File: config.mk
export PLATFORM = sky130hd
export DESIGN_NAME = sss_status_word
export DESIGN_NICKNAME = d
export VERILOG_FILES = /design/src/sss_pkg.sv /design/src/sss_status_word.sv
export SDC_FILE = /design/constraint.sdc
export NUM_CORES = 1
export LEC_CHECK = 0
export ABC_CLOCK_PERIOD_IN_PS = 5500
export BUFFER_PORTS_ARGS = -buffer_cell sky130_fd_sc_hd__buf_2
export CAP_MARGIN = 40
export CORE_MARGIN = 2
export CORE_UTILIZATION = 40
export CTS_BUF_LIST = sky130_fd_sc_hd__clkbuf_4 sky130_fd_sc_hd__clkbuf_8 sky130_fd_sc_hd__clkbuf_16
export CTS_CLUSTER_DIAMETER = 150
export DETAILED_ROUTE_END_ITERATION = 7
export MAX_ROUTING_LAYER = met4
export SETUP_SLACK_MARGIN = 0.02
export SLEW_MARGIN = 20
export SYNTH_ARGS = -nofsm -noshare
export SYNTH_HDL_FRONTEND = slang
export SYNTH_SLANG_ARGS = --single-unit
export TNS_END_PERCENT = 100
File: constraint.sdc
create_clock -name mclk -period 5.5 [get_ports mclk]
set_input_delay 0.275 -clock mclk [delete_from_list [all_inputs] [get_ports mclk]]
set_output_delay 0.275 -clock mclk [all_outputs]
set_load 0.05 [all_outputs]
File: src/sss_pkg.sv
// Purpose: constants and types shared by the sun sensor status word block
// Assumes: 32-bit classic Wishbone register bus, 8-bit byte address
// Notes:   all offsets are byte addresses of aligned words
package sss_pkg;

  // ----------------------------------------------------------------
  // register map
  // ----------------------------------------------------------------
  localparam logic [7:0] SSS_OFS_CTRL   = 8'h00;
  localparam logic [7:0] SSS_OFS_ANGLE  = 8'h04;
  localparam logic [7:0] SSS_OFS_EDGE0  = 8'h08; // six words, 8'h08..8'h1c
  localparam logic [7:0] SSS_OFS_IRQST  = 8'h20;
  localparam logic [7:0] SSS_OFS_IRQMSK = 8'h24;
  localparam logic [7:0] SSS_OFS_STATE  = 8'h28;

  // ----------------------------------------------------------------
  // control register fields
  // ----------------------------------------------------------------
  localparam int SSS_CTL_INVALID = 0;
  localparam int SSS_CTL_SLEW    = 1;
  localparam int SSS_CTL_SECTOR  = 2;
  localparam int SSS_CTL_ALTSEL  = 3;
  localparam int SSS_CTL_RATE_LO = 4; // two bits, 4..5
  localparam int SSS_CTL_SCANCW  = 6;
  localparam int SSS_CTL_PLANAR  = 7;
  localparam int SSS_CTL_TGT_LO  = 8; // three bits, 8..10
  localparam int SSS_CTL_WIDTH   = 11;
  localparam logic [SSS_CTL_WIDTH-1:0] SSS_CTL_RESET = 11'h000;

  // ----------------------------------------------------------------
  // angle / edge fields, status word
  // ----------------------------------------------------------------
  localparam int SSS_POS_BITS   = 9;
  localparam int SSS_FIELD_BITS = 10; // direction bit on top of the position
  localparam int SSS_EDGE_NUM   = 6;
  localparam int SSS_WORD_BITS  = 80;
  localparam logic [2:0] SSS_MAX_TARGETS = 3'h3;
  localparam logic [SSS_FIELD_BITS-1:0] SSS_FIELD_RESET = 10'h000;

  // edge index: 0 first loss, 1 first acquire, 2/3 second, 4/5 third
  localparam int SSS_E1_LOSS = 0;
  localparam int SSS_E1_ACQ  = 1;
  localparam int SSS_E2_LOSS = 2;
  localparam int SSS_E2_ACQ  = 3;
  localparam int SSS_E3_LOSS = 4;
  localparam int SSS_E3_ACQ  = 5;

  // ----------------------------------------------------------------
  // interrupt status bits
  // ----------------------------------------------------------------
  localparam int SSS_IRQ_DONE  = 0; // word fully shifted out
  localparam int SSS_IRQ_OVFL  = 1; // word latched with target overflow
  localparam int SSS_IRQ_WIDTH = 2;
  localparam logic [SSS_IRQ_WIDTH-1:0] SSS_IRQ_RESET = 2'h0;

  localparam logic [6:0] SSS_CNT_RESET = 7'h00;

  typedef enum logic [0:0] {
    SSS_IDLE  = 1'b0,
    SSS_SHIFT = 1'b1
  } sss_state_t;

endpackage

File: src/sss_status_word.sv
// Purpose: assembles the 80-bit sun sensor status word and shifts it out to telemetry
// Assumes: telemetry gate and bit clock are asynchronous pins, sampled on mclk
// Notes:   software loads angle, edges and control over classic Wishbone
`timescale 1ns/100ps
`default_nettype none

// Functional notes
// (RQ1) Bit 1 carries the angle direction (1 clockwise) and bits 2-10 the 9-bit angle, MSB first.
// (RQ2) Bit 12 flags fresh data only in planar mode, and bit 20 reports planar mode.
// (RQ3) Bits 11, 13 and 14 flag invalid data, more than three targets and slew enable.
// (RQ4) Bit 15 shows sector scan mode and bit 16 shows the alternate sun sensor selected.
// (RQ5) Bits 17-18 carry the scan drive rate code 0 to 3, fastest clock at code 0.
// (RQ6) Bit 19 is one for clockwise scanning and zero for counterclockwise.
// (RQ7) Bits 21-80 hold six 10-bit edge fields, direction plus hybrid position in planar mode, else plain counts.
// (RQ8) Each 9-bit position is sent as six binary upper bits and three Gray-coded lower bits.
// (RQ9) The word leaves serially with bit 1 first.
// (RQ10) From bit 21 up the edges run third loss, third acquire, second, then first target.
module sss_status_word
  import sss_pkg::*;
(
  input  wire logic        mclk,      // system clock, 40 MHz
  input  wire logic        rstn,      // asynchronous reset, active low
  input  wire logic        wb_cyc_i,  // bus cycle
  input  wire logic        wb_stb_i,  // strobe
  input  wire logic        wb_we_i,   // write enable
  input  wire logic [7:0]  wb_adr_i,  // byte address
  input  wire logic [3:0]  wb_sel_i,  // byte lanes
  input  wire logic [31:0] wb_dat_i,  // write data
  output logic      [31:0] wb_dat_o,  // read data
  output logic             wb_ack_o,  // acknowledge
  output logic             irq,       // level interrupt, active high
  input  wire logic        tlmGate,   // telemetry readout gate pin, active high
  input  wire logic        tlmClk,    // telemetry bit clock pin
  output logic             tlmData    // serial status word
);
  import sss_pkg::*;

  // ----------------------------------------------------------------
  // helpers
  // ----------------------------------------------------------------
  // upper bits stay binary, the low three count in Gray so one step flips one bit
  function automatic logic [SSS_POS_BITS-1:0] hybridCode(input logic [SSS_POS_BITS-1:0] pos);
    hybridCode = {pos[8:3], pos[2], pos[2] ^ pos[1], pos[1] ^ pos[0]}; // RQ8
  endfunction

  function automatic logic [31:0] laneMerge(input logic [31:0] old, input logic [31:0] wr,
                                            input logic [3:0] sel);
    logic [31:0] res;
    res = old;
    for (int i = 0; i < 4; i++) begin
      if (sel[i]) begin
        res[i*8 +: 8] = wr[i*8 +: 8];
      end
    end
    laneMerge = res;
  endfunction

  // more targets than the six edge fields can hold
  function automatic logic targetOverflow(input logic [SSS_CTL_WIDTH-1:0] c);
    targetOverflow = c[SSS_CTL_TGT_LO +: 3] > SSS_MAX_TARGETS; // RQ3
  endfunction

  // word-aligned hit in the six edge registers
  function automatic logic edgeHit(input logic [7:0] adr);
    edgeHit = adr >= SSS_OFS_EDGE0 && adr < SSS_OFS_IRQST && adr[1:0] == 2'h0;
  endfunction

  // edge register index, one word per edge
  function automatic logic [2:0] edgeIdx(input logic [7:0] adr);
    logic [7:0] ofs;
    ofs     = adr - SSS_OFS_EDGE0;
    edgeIdx = ofs[4:2];
  endfunction

  // ----------------------------------------------------------------
  // state
  // ----------------------------------------------------------------
  logic [SSS_CTL_WIDTH-1:0]  ctrl_r,    ctrl_nxt;
  logic [SSS_FIELD_BITS-1:0] angle_r,   angle_nxt;
  logic [SSS_FIELD_BITS-1:0] edge_r   [SSS_EDGE_NUM];
  logic [SSS_FIELD_BITS-1:0] edge_nxt [SSS_EDGE_NUM];
  logic                      newData_r, newData_nxt;
  logic [SSS_IRQ_WIDTH-1:0]  irqSt_r,   irqSt_nxt;
  logic [SSS_IRQ_WIDTH-1:0]  irqMsk_r,  irqMsk_nxt;
  logic                      ack_r,     ack_nxt;
  logic [31:0]               rdat_r,    rdat_nxt;
  logic                      irq_r,     irq_nxt;
  sss_state_t                state_r,   state_nxt;
  logic [SSS_WORD_BITS-1:0]  shift_r,   shift_nxt;
  logic [6:0]                bitCnt_r,  bitCnt_nxt;
  logic                      txd_r,     txd_nxt;
  logic [2:0]                gateSync_r;
  logic [2:0]                clkSync_r;

  logic                      planar;
  logic [SSS_WORD_BITS-1:0]  word;
  logic                      wrHit;
  logic                      gateRise;
  logic                      clkRise;
  logic                      gateOn;
  logic [31:0]               wrCtrl;
  logic [31:0]               wrData;

  // ----------------------------------------------------------------
  // pin synchronisers, stage 0 is read only by stage 1
  // ----------------------------------------------------------------
  always_ff @(posedge mclk or negedge rstn) begin
    if (!rstn) begin
      gateSync_r <= 3'h0;
      clkSync_r  <= 3'h0;
    end else begin
      gateSync_r <= {gateSync_r[1:0], tlmGate};
      clkSync_r  <= {clkSync_r[1:0], tlmClk};
    end
  end

  assign gateOn   = gateSync_r[1];
  assign gateRise = gateSync_r[1] & ~gateSync_r[2];
  assign clkRise  = clkSync_r[1] & ~clkSync_r[2];

  // ----------------------------------------------------------------
  // status word assembly, vector MSB is word bit 1
  // ----------------------------------------------------------------
  function automatic logic [SSS_FIELD_BITS-1:0] edgeField(input logic [SSS_FIELD_BITS-1:0] raw,
                                                          input logic pl);
    if (pl) begin
      edgeField = {raw[SSS_FIELD_BITS-1], hybridCode(raw[SSS_POS_BITS-1:0])}; // RQ7
    end else begin
      edgeField = raw; // RQ7
    end
  endfunction

  assign planar = ctrl_r[SSS_CTL_PLANAR];

  always_comb begin
    word = {angle_r[SSS_FIELD_BITS-1],                    // RQ1
            hybridCode(angle_r[SSS_POS_BITS-1:0]),        // RQ1 RQ8
            ctrl_r[SSS_CTL_INVALID],                      // RQ3
            newData_r & planar,                           // RQ2
            targetOverflow(ctrl_r),                       // RQ3
            ctrl_r[SSS_CTL_SLEW],                         // RQ3
            ctrl_r[SSS_CTL_SECTOR],                       // RQ4
            ctrl_r[SSS_CTL_ALTSEL],                       // RQ4
            ctrl_r[SSS_CTL_RATE_LO +: 2],                 // RQ5
            ctrl_r[SSS_CTL_SCANCW],                       // RQ6
            planar,                                       // RQ2
            edgeField(edge_r[SSS_E3_LOSS], planar),       // RQ10
            edgeField(edge_r[SSS_E3_ACQ],  planar),       // RQ10
            edgeField(edge_r[SSS_E2_LOSS], planar),       // RQ10
            edgeField(edge_r[SSS_E2_ACQ],  planar),       // RQ10
            edgeField(edge_r[SSS_E1_LOSS], planar),       // RQ10
            edgeField(edge_r[SSS_E1_ACQ],  planar)};      // RQ10
  end

  // ----------------------------------------------------------------
  // next-state logic
  // ----------------------------------------------------------------
  // writes take effect on the edge where the master sees ack high
  assign wrHit  = wb_cyc_i & wb_stb_i & wb_we_i & ack_r;
  // control keeps unselected lanes, the other registers clear them
  assign wrCtrl = laneMerge({21'h0, ctrl_r}, wb_dat_i, wb_sel_i);
  assign wrData = laneMerge(32'h0, wb_dat_i, wb_sel_i);

  always_comb begin
    logic [SSS_IRQ_WIDTH-1:0] evt;
    evt         = '0;
    ctrl_nxt    = ctrl_r;
    angle_nxt   = angle_r;
    edge_nxt    = edge_r;
    newData_nxt = newData_r;
    irqMsk_nxt  = irqMsk_r;
    state_nxt   = state_r;
    shift_nxt   = shift_r;
    bitCnt_nxt  = bitCnt_r;
    txd_nxt     = txd_r;
    ack_nxt     = wb_cyc_i & wb_stb_i & ~ack_r;
    rdat_nxt    = rdat_r;

    // serial readout
    case (state_r)
      SSS_IDLE: begin
        if (gateRise) begin
          txd_nxt     = word[SSS_WORD_BITS-1]; // RQ9
          shift_nxt   = {word[SSS_WORD_BITS-2:0], 1'b0};
          bitCnt_nxt  = 7'(SSS_WORD_BITS - 1);
          newData_nxt = 1'b0;
          evt[SSS_IRQ_OVFL] = targetOverflow(ctrl_r); // RQ3
          state_nxt   = SSS_SHIFT;
        end
      end
      SSS_SHIFT: begin
        // the 80th rise carries no bit, it only closes the word
        if (!gateOn) begin
          // readout cut short: abandon the rest of the word
          state_nxt = SSS_IDLE;
        end else if (clkRise) begin
          if (bitCnt_r == SSS_CNT_RESET) begin
            evt[SSS_IRQ_DONE] = 1'b1;
            state_nxt         = SSS_IDLE;
          end else begin
            txd_nxt    = shift_r[SSS_WORD_BITS-1]; // RQ9
            shift_nxt  = {shift_r[SSS_WORD_BITS-2:0], 1'b0};
            bitCnt_nxt = bitCnt_r - 7'h01;
          end
        end
      end
      default: begin
        state_nxt = SSS_IDLE;
      end
    endcase

    // register writes
    // unmapped and read-only addresses drop the write but are still acked
    if (wrHit) begin
      case (wb_adr_i)
        SSS_OFS_CTRL:   ctrl_nxt   = wrCtrl[SSS_CTL_WIDTH-1:0];
        SSS_OFS_ANGLE: begin
          angle_nxt   = wrData[SSS_FIELD_BITS-1:0];
          newData_nxt = 1'b1; // RQ2
        end
        SSS_OFS_IRQMSK: irqMsk_nxt = wrData[SSS_IRQ_WIDTH-1:0];
        default: begin
          if (edgeHit(wb_adr_i)) begin
            edge_nxt[edgeIdx(wb_adr_i)] = wrData[SSS_FIELD_BITS-1:0]; // RQ7
          end
        end
      endcase
    end

    // sticky status: a new event wins over a write-one clear
    irqSt_nxt = irqSt_r;
    if (wrHit && wb_adr_i == SSS_OFS_IRQST) begin
      irqSt_nxt = irqSt_r & ~wrData[SSS_IRQ_WIDTH-1:0];
    end
    irqSt_nxt = irqSt_nxt | evt;
    // irq follows the next status so it moves in step with the sticky bits
    irq_nxt   = |(irqSt_nxt & irqMsk_nxt);

    // read data, unmapped addresses read zero
    // write cycles leave the last read data standing
    if (ack_nxt && !wb_we_i) begin
      rdat_nxt = 32'h0;
      case (wb_adr_i)
        SSS_OFS_CTRL:   rdat_nxt[SSS_CTL_WIDTH-1:0]  = ctrl_r;
        SSS_OFS_ANGLE:  rdat_nxt[SSS_FIELD_BITS-1:0] = angle_r;
        SSS_OFS_IRQST:  rdat_nxt[SSS_IRQ_WIDTH-1:0]  = irqSt_r;
        SSS_OFS_IRQMSK: rdat_nxt[SSS_IRQ_WIDTH-1:0]  = irqMsk_r;
        // readout progress, so software can poll instead of waiting for irq
        SSS_OFS_STATE:  rdat_nxt[8:0] = {newData_r, state_r == SSS_SHIFT, bitCnt_r};
        default: begin
          if (edgeHit(wb_adr_i)) begin
            rdat_nxt[SSS_FIELD_BITS-1:0] = edge_r[edgeIdx(wb_adr_i)];
          end
        end
      endcase
    end
  end

  // ----------------------------------------------------------------
  // registers
  // ----------------------------------------------------------------
  always_ff @(posedge mclk or negedge rstn) begin
    if (!rstn) begin
      ctrl_r    <= SSS_CTL_RESET;
      angle_r   <= SSS_FIELD_RESET;
      for (int i = 0; i < SSS_EDGE_NUM; i++) begin
        edge_r[i] <= SSS_FIELD_RESET;
      end
      newData_r <= 1'b0;
      irqSt_r   <= SSS_IRQ_RESET;
      irqMsk_r  <= SSS_IRQ_RESET;
      ack_r     <= 1'b0;
      rdat_r    <= 32'h0;
      irq_r     <= 1'b0;
      state_r   <= SSS_IDLE;
      shift_r   <= '0;
      bitCnt_r  <= SSS_CNT_RESET;
      txd_r     <= 1'b0;
    end else begin
      ctrl_r    <= ctrl_nxt;
      angle_r   <= angle_nxt;
      edge_r    <= edge_nxt;
      newData_r <= newData_nxt;
      irqSt_r   <= irqSt_nxt;
      irqMsk_r  <= irqMsk_nxt;
      ack_r     <= ack_nxt;
      rdat_r    <= rdat_nxt;
      irq_r     <= irq_nxt;
      state_r   <= state_nxt;
      shift_r   <= shift_nxt;
      bitCnt_r  <= bitCnt_nxt;
      txd_r     <= txd_nxt;
    end
  end

  assign wb_ack_o = ack_r;
  assign wb_dat_o = rdat_r;
  assign irq      = irq_r;
  assign tlmData  = txd_r;

endmodule // sss_status_word

`default_nettype wire

Word level (Yosys, flattened, before mapping)
Cells that the tools add are included.
Widths: inputs -> output; s select.

storage, ports and cells
  register bits = 194
  bits in latches = 0
  bits in writable memories = 0
  bits in read-only memories = 0
  word-level logic and storage cells = 137
  memories kept = 0

cells by class
  add/sub/neg operators = 2
  multiply operators = 0
  divide/modulo/power cells = 0
  magnitude comparators = 5
  eq/ne operators = 8
  shifts and indexed selects = 0
  muxes and demuxes = 52
  bitwise logic cells = 31
  reductions and logical operators = 18

operators with widths
  operator             count
  $mux 80              4
  $pmux 80 s2          1
  $bwmux 60            1
  $mux 10              4
  $bmux 10 s3          1
  $demux 10 s3         1
  $mux 7               4
  $pmux 7 s4           1
  $eq 8x6->1 const B   3
  $mux 2               10
  $mux 1               19
  $pmux 7 s2           1
  $xor 1x1->1          14
  $pmux 2 s5           1
  $reduce_and 3->1     3
  $eq 8x3->1 const B   1
  $ge 8x4->1 const B   1
  $logic_not 8->1      1
  $lt 8x6->1 const B   1
  $mux 8               1
  $and 1x1->1          7
  $logic_not 7->1      1
  $sub 7x1->7 const B  1
  $reduce_or 3->1      2
  other kinds (19)     32

Logic depth before layout (Yosys ltp)
  depth in word-level cells = 8
  depth in mapped cells = 9
  mapped depth without buffers = 6

Least setup slack after synthesis
OpenSTA, ideal clock, no wires.

  path type = input to register
  from = input port wb_adr_i[3]
  to = register rdat_r[9] (netlist: wb_dat_o[9])
  setup time = 0.121 ns
  arrival time = 2.147 ns
  slack = 3.232 ns
  stages on the path = 9
  path buffers = 3
  cells stage by stage = clkbuf_1 inv_1 ha_1 clkbuf_1 clkbuf_1 mux2i_1 o22ai_1 a21o_1 a22o_1

between the ends
  longest elaborated chain between the ends = 7

ends and longest elaborated chain
  element                                      RTL line                RTL
  start: declaration                           sss_status_word.sv:26   input wire logic [7:0] wb_adr_i,
  $sub 5x4->5                                  sss_status_word.sv:71   ofs = adr - SSS_OFS_EDGE0;
  $not 3->4 (not written as such)              sss_status_word.sv:252  rdat_nxt[SSS_FIELD_BITS-1:0] = edge_r[edgeIdx(wb_adr_i)];
  $bmux 10 s3                                  sss_status_word.sv:252
  $mux 10 (not written as such) (2 in series)  sss_status_word.sv:252
  $mux 10                                      sss_status_word.sv:251  if (edgeHit(wb_adr_i)) begin
  $pmux 1 s3 *                                 sss_status_word.sv:243  case (wb_adr_i)
  end signal: assignment                       sss_status_word.sv:287  rdat_r <= rdat_nxt;
  end: declaration                             sss_status_word.sv:86   logic [31:0] rdat_r, rdat_nxt;

Mark *: on every way between the ends. The rest lies on a longest branch, timed or not. The select of a mux whose other input is x is not followed.
A chain may end at the register's enable or synchronous reset.

Worst setup path in the final report
  from = register bitCnt_r[0]
  to = register shift_r[12]

between the ends
  longest elaborated chain between the ends = 3

ends and longest elaborated chain
  element                            RTL line                RTL
  start: declaration                 sss_status_word.sv:90   logic [6:0] bitCnt_r, bitCnt_nxt;
  start signal: assignment           sss_status_word.sv:291  bitCnt_r <= bitCnt_nxt;
  $logic_not 7->1                    sss_status_word.sv:197  if (bitCnt_r == SSS_CNT_RESET) begin
  $ne 2x2->1 (no source line)        --
  $reduce_and 4->1 (no source line)  --
  end signal: assignment             sss_status_word.sv:290  shift_r <= shift_nxt;
  end: declaration                   sss_status_word.sv:89   logic [SSS_WORD_BITS-1:0] shift_r, shift_nxt;

Every way passes these cells.

==> metrics <==
global-route wire length before repair=36200 um; Synth top area share=0.532; DR DRC count=0; Post-synth EDFFs=0; n_diodes=0; #FFs+latches synth=193; status=completed; Gate power share=0.115; remaining antenna violation count=0; fraction of the mapped netlist area in compound gates=0.145; H-tree depth=4; Storage cell area=4830 um2; most frequent cells after synthesis=193 x dfrtp_1, 94 x mux2_2, 74 x inv_1, 71 x a21oi_1, 68 x o22ai_1; initial antenna violation count=0; via count=6246; M2 GR Usage=0.295; Yosys cell types=61; Iteration-0 DRC Markers=485; final period utilization=0.544; Critical Path Start Type=flop; chip width=155 um; vias in the first global route=6207; clock share of power=0.380; biggest cell delay along the critical path=570 ps; Top Ports=86; Clock Latency Late Sink=430 ps; ys flop type=dfrtp_1; dominant cell type by area after synthesis=dfrtp_1; MaxCap Viol Count=0; Switch Pwr=0.000838 W; Area Growth Syn to Fin=11.2%; pwr dens=318 nW/um2; aggregate global-route resource usage=0.203; top-count cell post-synth=dfrtp_1; CTS Root Buffer Type=clkbuf_16; post-CTS resize count=0; asr flop ratio synth=1.00; gr busiest metal=met2; unrepaired setup endpoints after global routing=false; relative slew slack=0.487; share of cells above drive strength 1=0.235; CP Max Fanout=60; Die Ht=155 um; gate count of the mapped netlist=799; cell-internal power=0.00237 W; drt total wl=22900 um; CP Cell Sequence=inv_1, ha_1, or3b_1, o41a_1, buf_6, nor2_4, buf_4, buf_16, a221o_1; post-synthesis xor/xnor area fraction=0.0135; Final min period=2990 ps; Final Slew Violations=0; placed wire-length estimate=14800 um; clk_skew=6.75 ps; GR Util met3=0.0384; routability cong.=0.805; critical path data arrival time=3350 ps; pre-CTS setup slack=2580 ps; pin count of the biggest net entering global routing=89; worst IR drop on VDD=0.192 mV; Leakage=4.91 nW; Seq/Total Area, Yosys=0.532; Mean Syn Cell Area=11.4 um2; drt wl/cell=20.5 um; worst setup margin=2510 ps; Highest Clock Rate=0.334 GHz; CTS Buf Count=17; CTS sink count=193; first-pass iteration count of the detailed router=5; area share of fa/ha/maj cells after synthesis=0.00689; Via density=5.60; met1 Track Usage GR=0.284; die footprint=23900 um2; multiplexer share of the synthesized area=0.149; Layout Nets=881; worst slew pin tran=768 ps; overall power=0.00321 W; HP Class=in2reg; standard-cell rows=55; top post-synthesis cells by area=dfrtp_1 53%, mux2_2 12%, o22ai_1 4.7%, a21oi_1 3.9%, inv_1 3.1%; Yosys Warn Count=0; slowest CP cell=o41a_1; input/output buffers=41; Post-Synth Simple-Gate Area=0.0811; switching part of the total=0.261; Crit Path Category=reg2reg; Seq pwr share=0.505; multi-input logic area=3700 um2; Initial Util=0.405; Critical Path RT=5860 ps; # fillers=2080; CTS tree=done; clock transition at the registers of the reported paths=70 ps; core area=22400 um2; final setup fails=0; largest family of logic cells by synthesized area=multiplexers; grt ovf=0; number of buffers on the longest clock path=2; crit end category=flop; Netlist Area Pre-Place=9080 um2; Setup TNS=0 ps; Final Hold Viols=0
[critical path: cells and delay by family (launching register included)]
| kind | cells | cell delay [ps] |
|---|---|---|
| compound gates | 2 | 780 |
| simple gates | 2 | 560 |
| buf+inv | 4 | 920 |
| fa+ha+maj | 1 | 190 |
| flops | 1 | 430 |
[flip-flops by register name (all words and copies together) (netlist names)]
signal      flops
irqMsk_r        2
wb_ack_o        1
gateSync_r      3
state_r         1
angle_r        10
newData_r       1
bitCnt_r        7
irq             1
shift_r        79
wb_dat_o       11
clkSync_r       3
ctrl_r         11
irqSt_r         2
tlmData         1
edge_r         60
[cell usage in the layout, fill, tap and decap left out, types with 3 or more instances in the layout]
| cell | count |
|---|---|
| nand4_4 | 3 |
| inv_1 | 74 |
| nor3_1 | 5 |
| o22ai_1 | 68 |
| mux2_2 | 94 |
| a221o_1 | 17 |
| nand3_1 | 11 |
| nor2_1 | 25 |
| clkbuf_8 | 3 |
| o21ai_0 | 9 |
| ha_1 | 5 |
| mux4_2 | 7 |
| and3_1 | 4 |
| clkbuf_16 | 17 |
| dfrtp_1 | 193 |
| a22o_1 | 13 |
| and2_1 | 3 |
| mux2i_1 | 13 |
| buf_2 | 42 |
| and4_1 | 4 |
| bufinv_16 | 3 |
| nand2_1 | 28 |
| and2_0 | 9 |
| xor2_1 | 13 |
| a31oi_1 | 6 |
| or3b_2 | 3 |
| conb_1 | 21 |
| a21oi_1 | 71 |
| buf_4 | 6 |
| nand4_1 | 7 |
| dlygate4sd3_1 | 3 |
[metal layers]
layer	part of all wire	routed length (um)
met5	0	0
met4	0.026	594
met3	0.041	934
met2	0.45	10200
met1	0.49	11100
[power groups by stage]
stage	Combinational (W)	Sequential (W)	Clock [W]
after floorplan	0.000249	0.00164	0
after global placement	0.000358	0.00164	0
after detailed placement	0.000369	0.00164	0
after CTS	0.000372	0.00162	0.00125
after global routing	0.000411	0.00163	0.00131
final	0.000368	0.00162	0.00122
[path summary, 6_finish.rpt]
check / depth (start not counted) / to / slack, ps / startpoint
max: 9 / shift_r[12] / 2510 / bitCnt_r[0]
min: 2 / ctrl_r[10] / 80 / wb_dat_i[10]
max reg2reg: 9 / shift_r[12] / 2510 / bitCnt_r[0]
min reg2reg: 0 / clkSync_r[1] / 360 / clkSync_r[0]
max in group asynchronous: 3 / angle_r[4] / 3830 / rstn
min in group asynchronous: 2 / shift_r[13] / 480 / rstn
[final cells by class]
| cell class | instances | area share |
|---|---|---|
| Clock buffer | 18 | 0.0435 |
| Clock inverter | 7 | 0.0115 |
| Inverter | 74 | 0.0275 |
| Multi-Input combinational cell | 481 | 0.366 |
| Sequential cell | 193 | 0.478 |
| Tap cell | 285 | 0.0353 |
| Timing Repair Buffer | 58 | 0.0377 |
[per-stage QoR]
| step | area, um2 | hold WS [ps] | util | instances |
|---|---|---|---|---|
| after CTS | 10100 | 68.4 | 0.449 | 1114 |
| after global routing | 10100 | 79.3 | 0.450 | 1116 |
| after global placement | 9440 | 337 | 0.421 | 1081 |
| after floorplan | 9160 | -20.6 | - | 819 |
| after detailed placement | 9490 | 342 | 0.423 | 1086 |
| final | 10100 | 81.4 | 0.450 | 1116 |
[kinds of logic after synthesis]
kind of cell | Yosys count
adders and majority gates | 5
DFF | 193
xor gates and xnor gates | 14
muxes | 115
AOI/OAI and AO/OA | 203
and+or+nand+nor | 123
other | 1
buffers and inverters | 145
[what timing repair did]
item / in CTS / in global routing
endpoints found under the hold margin: 88 / 0
hold buffers: 3 / 0
buffers inserted: 0 / 0
No activity file was read; power rests on OpenSTA's default activity.
